[src/adc_regs_pkg.sv]
// constants shared by the status/mode register bank and its checksum helper
// assumes a 16-bit register word reached through a serial frame from the host
package adc_regs_pkg;

  // ==========================================================================
  // register addresses and reset values
  localparam logic [5:0]  ADDR_STATUS      = 6'h01;
  localparam logic [5:0]  ADDR_MODE        = 6'h02;
  localparam logic [15:0] STATUS_RST       = 16'h0500;
  localparam logic [15:0] MODE_RST         = 16'h0510;
  // writable mode bits; 15:14 and 7:5 are held at zero
  localparam logic [15:0] MODE_WR_MASK     = 16'h3f1f;

  // ==========================================================================
  // field positions, shared by both registers where they coincide
  localparam int LOCK_BIT    = 15;
  localparam int RESYNC_BIT  = 14;
  localparam int MAPCRC_BIT  = 13;
  localparam int RXCRC_BIT   = 12;
  localparam int CRCTYPE_BIT = 11;
  localparam int RESET_BIT   = 10;
  localparam int WLEN_HI     = 9;
  localparam int WLEN_LO     = 8;
  localparam int TIMEOUT_BIT = 4;
  localparam int NUM_CH      = 6;

  // ==========================================================================
  // serial frame layout
  localparam int        WORD_BITS  = 16;
  localparam logic [5:0] CMD_END   = 6'd15;
  localparam logic [5:0] DATA_END  = 6'd31;
  localparam logic [5:0] DATA_FIRST = 6'd16;
  localparam logic [5:0] FRAME_PLAIN = 6'd32;
  localparam logic [5:0] FRAME_CRC   = 6'd48;
  localparam int        CMD_RD_BIT = 15;

  // ==========================================================================
  // checksum polynomials and seed
  localparam logic [15:0] POLY_CCITT = 16'h1021;
  localparam logic [15:0] POLY_ANSI  = 16'h8005;
  localparam logic [15:0] CRC_SEED   = 16'hffff;

  // ==========================================================================
  // timing
  localparam int CLK_MHZ     = 125;
  localparam int TIMEOUT_US  = 1000;
  localparam int TIMEOUT_CYC = TIMEOUT_US * CLK_MHZ;

endpackage : adc_regs_pkg

[src/crc_if.sv]
// carries one checksum step between the register bank and the checksum helper
// assumes a combinational helper on the calc side
`timescale 1ns/1ps
`default_nettype none
interface crc_if #(parameter int W = 16);
  logic [15:0]  crc_in;
  logic [W-1:0] data;
  logic         ansi;
  logic [15:0]  crc_out;
  modport calc (input crc_in, input data, input ansi, output crc_out);
  modport user (output crc_in, output data, output ansi, input crc_out);
endinterface : crc_if
`default_nettype wire

[src/crc16_step.sv]
// advances a 16-bit checksum over W data bits, most significant bit first
// assumes the caller holds the running value; purely combinational
`timescale 1ns/1ps
`default_nettype none
module crc16_step
  import adc_regs_pkg::*;
#(
  parameter int W = 16
) (
  crc_if.calc port
);

  // ==========================================================================
  // bitwise shift-and-xor, unrolled by the tool over W
  always_comb begin
    logic [15:0] acc;
    logic [15:0] poly;
    acc  = port.crc_in;
    poly = port.ansi ? POLY_ANSI : POLY_CCITT;
    for (int i = W - 1; i >= 0; i--) begin
      if (acc[15] ^ port.data[i]) begin
        acc = {acc[14:0], 1'b0} ^ poly;
      end else begin
        acc = {acc[14:0], 1'b0};
      end
    end
    port.crc_out = acc;
  end

endmodule : crc16_step
`default_nettype wire

[src/adc_status_mode_regs.sv]
// status and mode registers of the converter, reached over the serial port
// assumes the host sclk, cs_n and mosi are asynchronous and far slower than i_ref_clk
`timescale 1ns/1ps
`default_nettype none
// Contract
// status bit 15 shows interface lock, resets unlocked
// status bit 14 set on each resync
// status bit 13 set when map checksum changes
// status bit 12 set on input checksum error
// status bit 11 shows polynomial in use
// status bit 10 reset flag, reads 1 after reset
// status bits 9:8 show output word length
// status bits 5:0 flag new channel data
// reserved mode bits read zero, host writes zero
// mode bit 13 enables map checksum, default off
// mode bit 12 enables input checksum, default off
// mode bit 11 picks polynomial for both checksums
// writing 0 to mode bit 10 clears flag
// mode bits 9:8 select output word length
// mode register at 02h, resets to 0510h
// status register at 01h, resets to 0500h
// status word length, type mirror mode fields
// mode bit 4 enables interface timeout, default on
module adc_status_mode_regs
  import adc_regs_pkg::*;
#(
  parameter int P_TIMEOUT_CYC = TIMEOUT_CYC
) (
  input  wire logic              i_ref_clk,
  input  wire logic              i_rstn,
  input  wire logic              i_sclk,
  input  wire logic              i_cs_n,
  input  wire logic              i_mosi,
  input  wire logic              i_if_lock,
  input  wire logic              i_resync,
  input  wire logic [NUM_CH-1:0] i_ch_new_sample,
  output logic                   o_miso,
  output logic [1:0]             o_word_size_sel,
  output logic                   o_reg_crc_en,
  output logic                   o_rx_crc_en,
  output logic                   o_crc_ansi,
  output logic                   o_timeout_en,
  output logic [3:0]             o_drdy_cfg,
  output logic                   o_frame_drop
);
  typedef enum logic [1:0] {ST_IDLE, ST_SHIFT, ST_DEAD} frame_st_t;
  // ==========================================================================
  // pin synchronisers
  logic cs_n_s1_r;
  logic cs_n_s2_r;
  logic cs_n_s3_r;
  logic sclk_s1_r;
  logic sclk_s2_r;
  logic sclk_s3_r;
  logic mosi_s1_r;
  logic mosi_s2_r;
  always_ff @(posedge i_ref_clk or negedge i_rstn) begin
    if (!i_rstn) begin
      cs_n_s1_r <= 1'b1;
      cs_n_s2_r <= 1'b1;
      cs_n_s3_r <= 1'b1;
      sclk_s1_r <= 1'b0;
      sclk_s2_r <= 1'b0;
      sclk_s3_r <= 1'b0;
      mosi_s1_r <= 1'b0;
      mosi_s2_r <= 1'b0;
    end else begin
      cs_n_s1_r <= i_cs_n;
      cs_n_s2_r <= cs_n_s1_r;
      cs_n_s3_r <= cs_n_s2_r;
      sclk_s1_r <= i_sclk;
      sclk_s2_r <= sclk_s1_r;
      sclk_s3_r <= sclk_s2_r;
      mosi_s1_r <= i_mosi;
      mosi_s2_r <= mosi_s1_r;
    end
  end
  logic cs_fall;
  logic cs_rise;
  logic sclk_rise;
  logic sclk_fall;
  assign cs_fall   = cs_n_s3_r & ~cs_n_s2_r;
  assign cs_rise   = ~cs_n_s3_r & cs_n_s2_r;
  assign sclk_rise = ~sclk_s3_r & sclk_s2_r & ~cs_n_s2_r;
  assign sclk_fall = sclk_s3_r & ~sclk_s2_r & ~cs_n_s2_r;

  // ==========================================================================
  // frame state
  frame_st_t   st_r;
  logic [5:0]  bit_cnt_r;
  logic [31:0] idle_cnt_r;
  logic [15:0] mode_r;
  logic        timed_out;
  // the timeout only watches a selected frame, so a host that parks cs_n low forever loses the frame
  assign timed_out = mode_r[TIMEOUT_BIT] && (idle_cnt_r >= 32'(P_TIMEOUT_CYC));
  always_ff @(posedge i_ref_clk or negedge i_rstn) begin
    if (!i_rstn) begin
      st_r <= ST_IDLE;
    end else begin
      case (st_r)
        ST_IDLE: begin
          if (cs_fall) begin
            st_r <= ST_SHIFT;
          end
        end
        ST_SHIFT: begin
          if (cs_rise) begin
            st_r <= ST_IDLE;
          end else if (timed_out) begin
            st_r <= ST_DEAD;
          end
        end
        ST_DEAD: begin
          if (cs_rise) begin
            st_r <= ST_IDLE;
          end
        end
        default: begin
          st_r <= ST_IDLE;
        end
      endcase
    end
  end
  always_ff @(posedge i_ref_clk or negedge i_rstn) begin
    if (!i_rstn) begin
      idle_cnt_r <= 32'h0;
    end else if (st_r != ST_SHIFT || sclk_rise || sclk_fall) begin
      idle_cnt_r <= 32'h0;
    end else if (idle_cnt_r != 32'hffffffff) begin
      idle_cnt_r <= idle_cnt_r + 32'h1;
    end
  end
  always_ff @(posedge i_ref_clk or negedge i_rstn) begin
    if (!i_rstn) begin
      o_frame_drop <= 1'b0;
    end else begin
      o_frame_drop <= (st_r == ST_SHIFT) && !cs_rise && timed_out;
    end
  end

  // ==========================================================================
  // receive shifter, sampled on falling sclk
  logic [15:0] rx_sh_r;
  logic [15:0] cmd_r;
  logic [15:0] data_r;
  logic [15:0] rx_crc_r;
  logic        rx_bit_en;
  assign rx_bit_en = (st_r == ST_SHIFT) && sclk_fall;
  always_ff @(posedge i_ref_clk or negedge i_rstn) begin
    if (!i_rstn) begin
      bit_cnt_r <= 6'h00;
    end else if (cs_fall) begin
      bit_cnt_r <= 6'h00;
    end else if (rx_bit_en && bit_cnt_r != 6'h3f) begin
      bit_cnt_r <= bit_cnt_r + 6'h01;
    end
  end
  always_ff @(posedge i_ref_clk or negedge i_rstn) begin
    if (!i_rstn) begin
      rx_sh_r <= 16'h0000;
      cmd_r   <= 16'h0000;
      data_r  <= 16'h0000;
    end else if (cs_fall) begin
      rx_sh_r <= 16'h0000;
      cmd_r   <= 16'h0000;
      data_r  <= 16'h0000;
    end else if (rx_bit_en) begin
      rx_sh_r <= {rx_sh_r[14:0], mosi_s2_r};
      if (bit_cnt_r == CMD_END) begin
        cmd_r <= {rx_sh_r[14:0], mosi_s2_r};
      end
      if (bit_cnt_r == DATA_END) begin
        data_r <= {rx_sh_r[14:0], mosi_s2_r};
      end
    end
  end

  // running checksum over every received bit; a good trailing word leaves zero behind
  crc_if #(.W(1)) rx_crc_if ();
  assign rx_crc_if.crc_in = rx_crc_r;
  assign rx_crc_if.data   = mosi_s2_r;
  assign rx_crc_if.ansi   = mode_r[CRCTYPE_BIT];
  crc16_step #(.W(1)) u_rx_crc (
    .port (rx_crc_if.calc)
  );
  always_ff @(posedge i_ref_clk or negedge i_rstn) begin
    if (!i_rstn) begin
      rx_crc_r <= CRC_SEED;
    end else if (cs_fall) begin
      rx_crc_r <= CRC_SEED;
    end else if (rx_bit_en) begin
      rx_crc_r <= rx_crc_if.crc_out;
    end
  end
  // ==========================================================================
  // frame commit at deselect
  logic       frame_end;
  logic       frame_ok;
  logic       crc_bad_evt;
  logic       wr_mode;
  logic       rd_status;
  logic [5:0] cmd_addr;
  assign frame_end = (st_r == ST_SHIFT) && cs_rise;
  assign cmd_addr  = cmd_r[5:0];
  always_comb begin
    if (mode_r[RXCRC_BIT]) begin
      frame_ok = (bit_cnt_r == FRAME_CRC) && (rx_crc_r == 16'h0000);
    end else begin
      frame_ok = (bit_cnt_r >= FRAME_PLAIN);
    end
  end
  assign crc_bad_evt = frame_end && mode_r[RXCRC_BIT] && (bit_cnt_r >= FRAME_CRC) && !frame_ok;
  assign wr_mode     = frame_end && frame_ok && !cmd_r[CMD_RD_BIT] && (cmd_addr == ADDR_MODE);
  assign rd_status   = frame_end && frame_ok && cmd_r[CMD_RD_BIT] && (cmd_addr == ADDR_STATUS);
  // ==========================================================================
  // mode register
  always_ff @(posedge i_ref_clk or negedge i_rstn) begin
    if (!i_rstn) begin
      mode_r <= MODE_RST;
    end else if (wr_mode) begin
      mode_r <= data_r & MODE_WR_MASK;
    end
  end

  assign o_word_size_sel = mode_r[WLEN_HI:WLEN_LO];
  assign o_reg_crc_en    = mode_r[MAPCRC_BIT];
  assign o_rx_crc_en     = mode_r[RXCRC_BIT];
  assign o_crc_ansi      = mode_r[CRCTYPE_BIT];
  assign o_timeout_en    = mode_r[TIMEOUT_BIT];
  assign o_drdy_cfg      = mode_r[3:0];
  // ==========================================================================
  // status flags; a hardware set in the same cycle as a read clear wins
  logic              lock_r;
  logic              resync_r;
  logic              map_chg_r;
  logic              crc_err_r;
  logic              rst_flag_r;
  logic [NUM_CH-1:0] new_data_r;
  always_ff @(posedge i_ref_clk or negedge i_rstn) begin
    if (!i_rstn) begin
      lock_r <= 1'b0;
    end else begin
      lock_r <= i_if_lock;
    end
  end

  always_ff @(posedge i_ref_clk or negedge i_rstn) begin
    if (!i_rstn) begin
      resync_r <= 1'b0;
    end else if (i_resync) begin
      resync_r <= 1'b1;
    end else if (rd_status) begin
      resync_r <= 1'b0;
    end
  end

  always_ff @(posedge i_ref_clk or negedge i_rstn) begin
    if (!i_rstn) begin
      crc_err_r <= 1'b0;
    end else if (crc_bad_evt) begin
      crc_err_r <= 1'b1;
    end else if (rd_status) begin
      crc_err_r <= 1'b0;
    end
  end

  always_ff @(posedge i_ref_clk or negedge i_rstn) begin
    if (!i_rstn) begin
      rst_flag_r <= 1'b1;
    end else if (wr_mode && !data_r[RESET_BIT]) begin
      rst_flag_r <= 1'b0;
    end
  end

  always_ff @(posedge i_ref_clk or negedge i_rstn) begin
    if (!i_rstn) begin
      new_data_r <= '0;
    end else begin
      new_data_r <= i_ch_new_sample | (new_data_r & ~{NUM_CH{rd_status}});
    end
  end

  // ==========================================================================
  // register-map checksum watch: re-armed after every legal write
  crc_if #(.W(16)) map_crc_if ();
  logic [15:0] map_ref_r;
  logic        map_arm_r;
  assign map_crc_if.crc_in = CRC_SEED;
  assign map_crc_if.data   = mode_r;
  assign map_crc_if.ansi   = mode_r[CRCTYPE_BIT];
  crc16_step #(.W(16)) u_map_crc (
    .port (map_crc_if.calc)
  );
  always_ff @(posedge i_ref_clk or negedge i_rstn) begin
    if (!i_rstn) begin
      map_ref_r <= 16'h0000;
      map_arm_r <= 1'b0;
    end else if (!mode_r[MAPCRC_BIT] || wr_mode) begin
      map_arm_r <= 1'b0;
    end else if (!map_arm_r) begin
      map_ref_r <= map_crc_if.crc_out;
      map_arm_r <= 1'b1;
    end
  end

  always_ff @(posedge i_ref_clk or negedge i_rstn) begin
    if (!i_rstn) begin
      map_chg_r <= 1'b0;
    end else if (map_arm_r && mode_r[MAPCRC_BIT] && !wr_mode && map_crc_if.crc_out != map_ref_r) begin
      map_chg_r <= 1'b1;
    end else if (rd_status) begin
      map_chg_r <= 1'b0;
    end
  end

  // ==========================================================================
  // read data and transmit shifter, driven on rising sclk
  logic [15:0] status_word;
  logic [15:0] rd_word;
  logic [15:0] tx_sh_r;
  always_comb begin
    status_word                  = 16'h0000;
    status_word[LOCK_BIT]        = lock_r;
    status_word[RESYNC_BIT]      = resync_r;
    status_word[MAPCRC_BIT]      = map_chg_r;
    status_word[RXCRC_BIT]       = crc_err_r;
    status_word[CRCTYPE_BIT]     = mode_r[CRCTYPE_BIT];
    status_word[RESET_BIT]       = rst_flag_r;
    status_word[WLEN_HI:WLEN_LO] = mode_r[WLEN_HI:WLEN_LO];
    status_word[NUM_CH-1:0]      = new_data_r;
  end

  // unmapped addresses read back as zero
  always_comb begin
    if (cmd_addr == ADDR_STATUS) begin
      rd_word = status_word;
    end else if (cmd_addr == ADDR_MODE) begin
      rd_word = mode_r;
    end else begin
      rd_word = 16'h0000;
    end
  end

  // the word is captured as its first bit leaves, so sticky flags set later in a status read frame are cleared unread at deselect
  always_ff @(posedge i_ref_clk or negedge i_rstn) begin
    if (!i_rstn) begin
      tx_sh_r <= 16'h0000;
      o_miso  <= 1'b0;
    end else if (cs_fall || cs_rise) begin
      tx_sh_r <= 16'h0000;
      o_miso  <= 1'b0;
    end else if ((st_r == ST_SHIFT) && sclk_rise) begin
      if (bit_cnt_r == DATA_FIRST && cmd_r[CMD_RD_BIT]) begin
        o_miso  <= rd_word[WORD_BITS-1];
        tx_sh_r <= {rd_word[14:0], 1'b0};
      end else begin
        o_miso  <= tx_sh_r[WORD_BITS-1];
        tx_sh_r <= {tx_sh_r[14:0], 1'b0};
      end
    end
  end

endmodule : adc_status_mode_regs
`default_nettype wire

[config.mk]
export PLATFORM = sky130hd
export DESIGN_NAME = adc_status_mode_regs
export DESIGN_NICKNAME = d
export VERILOG_FILES = /design/src/adc_regs_pkg.sv /design/src/crc_if.sv /design/src/crc16_step.sv /design/src/adc_status_mode_regs.sv
export SDC_FILE = /design/constraint.sdc
export NUM_CORES = 1
export LEC_CHECK = 0
export BUFFER_PORTS_ARGS = -buffer_cell sky130_fd_sc_hd__buf_2
export CAP_MARGIN = 25
export CORE_MARGIN = 2
export CORE_UTILIZATION = 45
export CTS_CLUSTER_SIZE = 40
export DETAILED_ROUTE_END_ITERATION = 6
export HOLD_SLACK_MARGIN = 0.05
export RECOVER_POWER = 100
export SLEW_MARGIN = 5
export SYNTH_ARGS = -nofsm -noshare
export SYNTH_HDL_FRONTEND = slang
export SYNTH_SLANG_ARGS = --single-unit
[constraint.sdc]
create_clock -name i_ref_clk -period 4 [get_ports i_ref_clk]
set_input_delay 0.6 -clock i_ref_clk [delete_from_list [all_inputs] [get_ports i_ref_clk]]
set_output_delay 0.6 -clock i_ref_clk [all_outputs]
set_load 0.02 [all_outputs]
==> results.ini <==
[setup_path]
start_kind=register
critPathTopFamily=buffers and inverters
path_cells=clkbuf_1 > o21ai_0 > xnor2_1 > or4b_4 > a211oi_1 > nand4_1 > o31a_1
r2r_start=map_crc_if.data[11]$_DFFE_PN0P_
critPathMaxFanout=35
cpPeakStageDelay_ns=1.10
r2r_slack_ns=0.77
r2r_cells=7
worstPathArrival_ns=3.54
setup.worst_path.end_class=register
worst_r2r_endpoint=map_chg_r$_DFFE_PN0P_
worstSetupPathType=reg2reg
slowest_stage=clkbuf_1
crit_buf_inv=1
crit_required_ns=4.31

[grt]
antenna_found_initial=0
grt_usage=0.1955
grt_pass1_vias=5558
overflow=0
grt_pass1_wl_mm=28.38
grt_max_degree=107

[clock_tree]
htree_levels=4
post_cts_buffers=0
clkTransAtPathRegs_ns=0.06
numCtsBuffers=17
cts_resized=0
clock_path_buffers=2
root_buffer=clkbuf_16
tritoncts=done
ctsHoldBuffers=0
clock-sinks=153
clock_latency_ns=0.43

[timing]
maxSlewHeadroom=-0.9121
final.setup_skew_ns=0.009501
fin_hold_ws_ns=0.2720
finalSetupViolations=0
tns_ns=0
timing.final.ws_setup_ns=0.7681
period_share=0.8080
drv_slew=87
layout_min_cycle_time_ns=3.232
finalHoldViolations=0
tightest_slew_ns=2.868
rsz0062_at_grt=false
fmax_ghz=0.3094

[placement]
placed_area_sq_mm=0.008070
dp_hpwl_mm=11.07
dp_slack_ns=1.150
routabilityCongestion=0.8544
numPortBuffers=24

[power]
ir_worst_vdd_mv=0.3103
power_density_mw_per_mm2=388.5
leakagePower_nw=3.863

[detailed_routing]
first_iter_violations=462
post_drt_wl_per_cell_um=16.35
drtAntennaViolNets=0
vias_per_cell=5.461
wl_mm=16.97
vias=5668
drc_errors=0
first_pass_iters=5

[logic_synthesis]
muxShareOfSynthArea=0.05083
synth-seq-cells=153
synth_ff_type=dfrtp_1
synth_fp_nets=816
synth_compound_gate_area_share=0.1021
synthXorXnorAreaFrac=0.1154
yosysSeqAreaShare=0.4928
avgSynthCellArea_sq_um=9.821
synth_fa_ha_area_frac=0.009591
yosysWarnings=0
ys_types=67
synth_top_family_by_area=simple AND/OR/NAND/NOR gates
synthCells=797
synth_simple_gate_area_frac=0.1867
syn-cell-area_sq_mm=0.007828
synth_edf_count=0
ys_async_sr_fraction=1.000

[final_layout]
fin_util=0.5049
area_delta_synth_final_pct=10.79
n_antenna_cell=0
nets=819
drive_gt1_frac=0.1144
fin_area_sq_mm=0.008672

[die]
dieArea_sq_mm=0.01847
initial_utilization=0.4557
dieHeight_um=135.9
die_w_um=135.9
io_pins=25
rows=48
core-area_sq_mm=0.01718

[min_path]
hold_end=cs_n_s1_r$_DFF_PN1_
hold_class=in2reg
hp-start=i_cs_n
hold_depth=1

[run_status]
violations=capacitance limit, slew limit
status=finished with violations

[job]
max_cap_viol_count=2

[Yosys cell counts (2+ instances only)]
cell type  number  area, sq um
o21bai_1        2        15.01
and2_1          2        12.51
nor2_1         92        345.3
ha_1            6        75.07
nor4_1         12        75.07
dfstp_2        23        604.3
mux2_2         10        112.6
a211oi_1        3        22.52
xnor3_1         5        112.6
a222oi_1        6        60.06
o31ai_1         2        15.01
a211o_1         6        52.55
o21ai_0        30        150.1
buf_1           5        18.77
o22ai_1         2        12.51
nor3b_1         3        22.52
and4_1          5        43.79
and3_1          5        31.28
buf_4           6        45.04
clkbuf_1       31        116.4
a21oi_1        31        155.2
nand4_1        14        87.58
buf_2           8        40.04
o2111ai_1       2        17.52
dfrtp_1       130         3253
inv_1          27        101.4
o21a_1          2        15.01
a21o_1         12        90.09
a22o_1          3        26.28
or3_1           2        12.51
nor3_1         15        75.07
nand2b_1        4        25.02
o32ai_1         2        17.52
nand3b_1       15        112.6
nand2_1       106        397.9
nor2b_1         7        43.79
mux2i_1        27        270.3
a22oi_1         7        52.55
xor2_1         27        236.5
nand3_1        20        100.1
xnor2_1        54        473.0
[state kept, by name (all words and copies together) (netlist names), 2 cells and up]
register,flops
bit_cnt_r,6
cmd_r,7
data_r,11
idle_cnt_r,32
map_crc_if.data,11
map_ref_r,16
new_data_r,6
rx_crc_if.crc_in,16
rx_sh_r,15
st_r,2
tx_sh_r,15
[cells by family (layout without fill, tap and decap cells)]
family          after synthesis  count (layout)
flops                       153             153
fa+ha+maj                     6               6
buf+inv                      78              94
mux                          38              38
simple gates                311             311
compound gates              121             121
xor+xnor                     90              90
[layout make-up]
cell class	count	area, sq um
Sequential cell	153	3857
Multi-Input combinational cell	566	3638
Tap cell	225	281.5
Clock inverter	8	95.09
Fill cell	1604	8504
Timing Repair Buffer	35	206.4
Inverter	27	101.3
Clock buffer	24	491.7
[per-layer routing]
metal	wire length (um)	track usage
met5	0	0
met4	216	0.05671
met3	617	0.04251
met2	7882	0.3039
met1	8254	0.2764
[report_power, final]
part,internal (mW),switching (mW)
Clock,0.980,0.618
Sequential,1.59,0.0294
Combinational,0.0484,0.0994
Total,2.62,0.747
[through the flow]
step / power (mW) / instances
after floorplan: 1.726 / 797
after global placement: 1.789 / 1003
after detailed placement: 1.796 / 1003
after CTS: 3.400 / 1035
after global routing: 3.490 / 1038
final: 3.369 / 1038
[worst max-delay path by stage]
stage | from | end | slack (ns) | cells past startpoint
CTS | map_crc_if.data[8]$_DFFE_PN1P_ | map_chg_r$_DFFE_PN0P_ | 1.15 | 7
global placement | map_crc_if.data[8]$_DFFE_PN1P_ | map_chg_r$_DFFE_PN0P_ | 1.23 | 7
global route | i_rstn | sclk_s1_r$_DFF_PN0_ | 0.46 | 2
finish | map_crc_if.data[11]$_DFFE_PN0P_ | map_chg_r$_DFFE_PN0P_ | 0.77 | 7
floorplan | map_crc_if.data[4]$_DFFE_PN1P_ | map_chg_r$_DFFE_PN0P_ | 1.16 | 8
detailed placement | map_crc_if.data[8]$_DFFE_PN1P_ | map_chg_r$_DFFE_PN0P_ | 1.15 | 7
[placed cells by master (no fill, tap or decap), types with 5 or more instances in the layout]
master / count
clkbuf_16: 17
xnor2_1: 54
nand4_1: 14
ha_1: 5
inv_1: 27
a21o_1: 12
mux2i_1: 27
nand3b_1: 15
a222oi_1: 6
nor3_1: 15
nand2_1: 106
a21oi_1: 31
nor2b_1: 7
nor4_1: 12
and3_1: 5
xor2_1: 27
nor2_1: 92
buf_2: 14
and4_1: 5
mux2_2: 10
o21ai_0: 30
a22oi_1: 7
dfrtp_1: 130
clkbuf_1: 16
xnor3_1: 5
dfstp_2: 20
a211o_1: 6
nand3_1: 20
(Power assumes the default switching activity.)
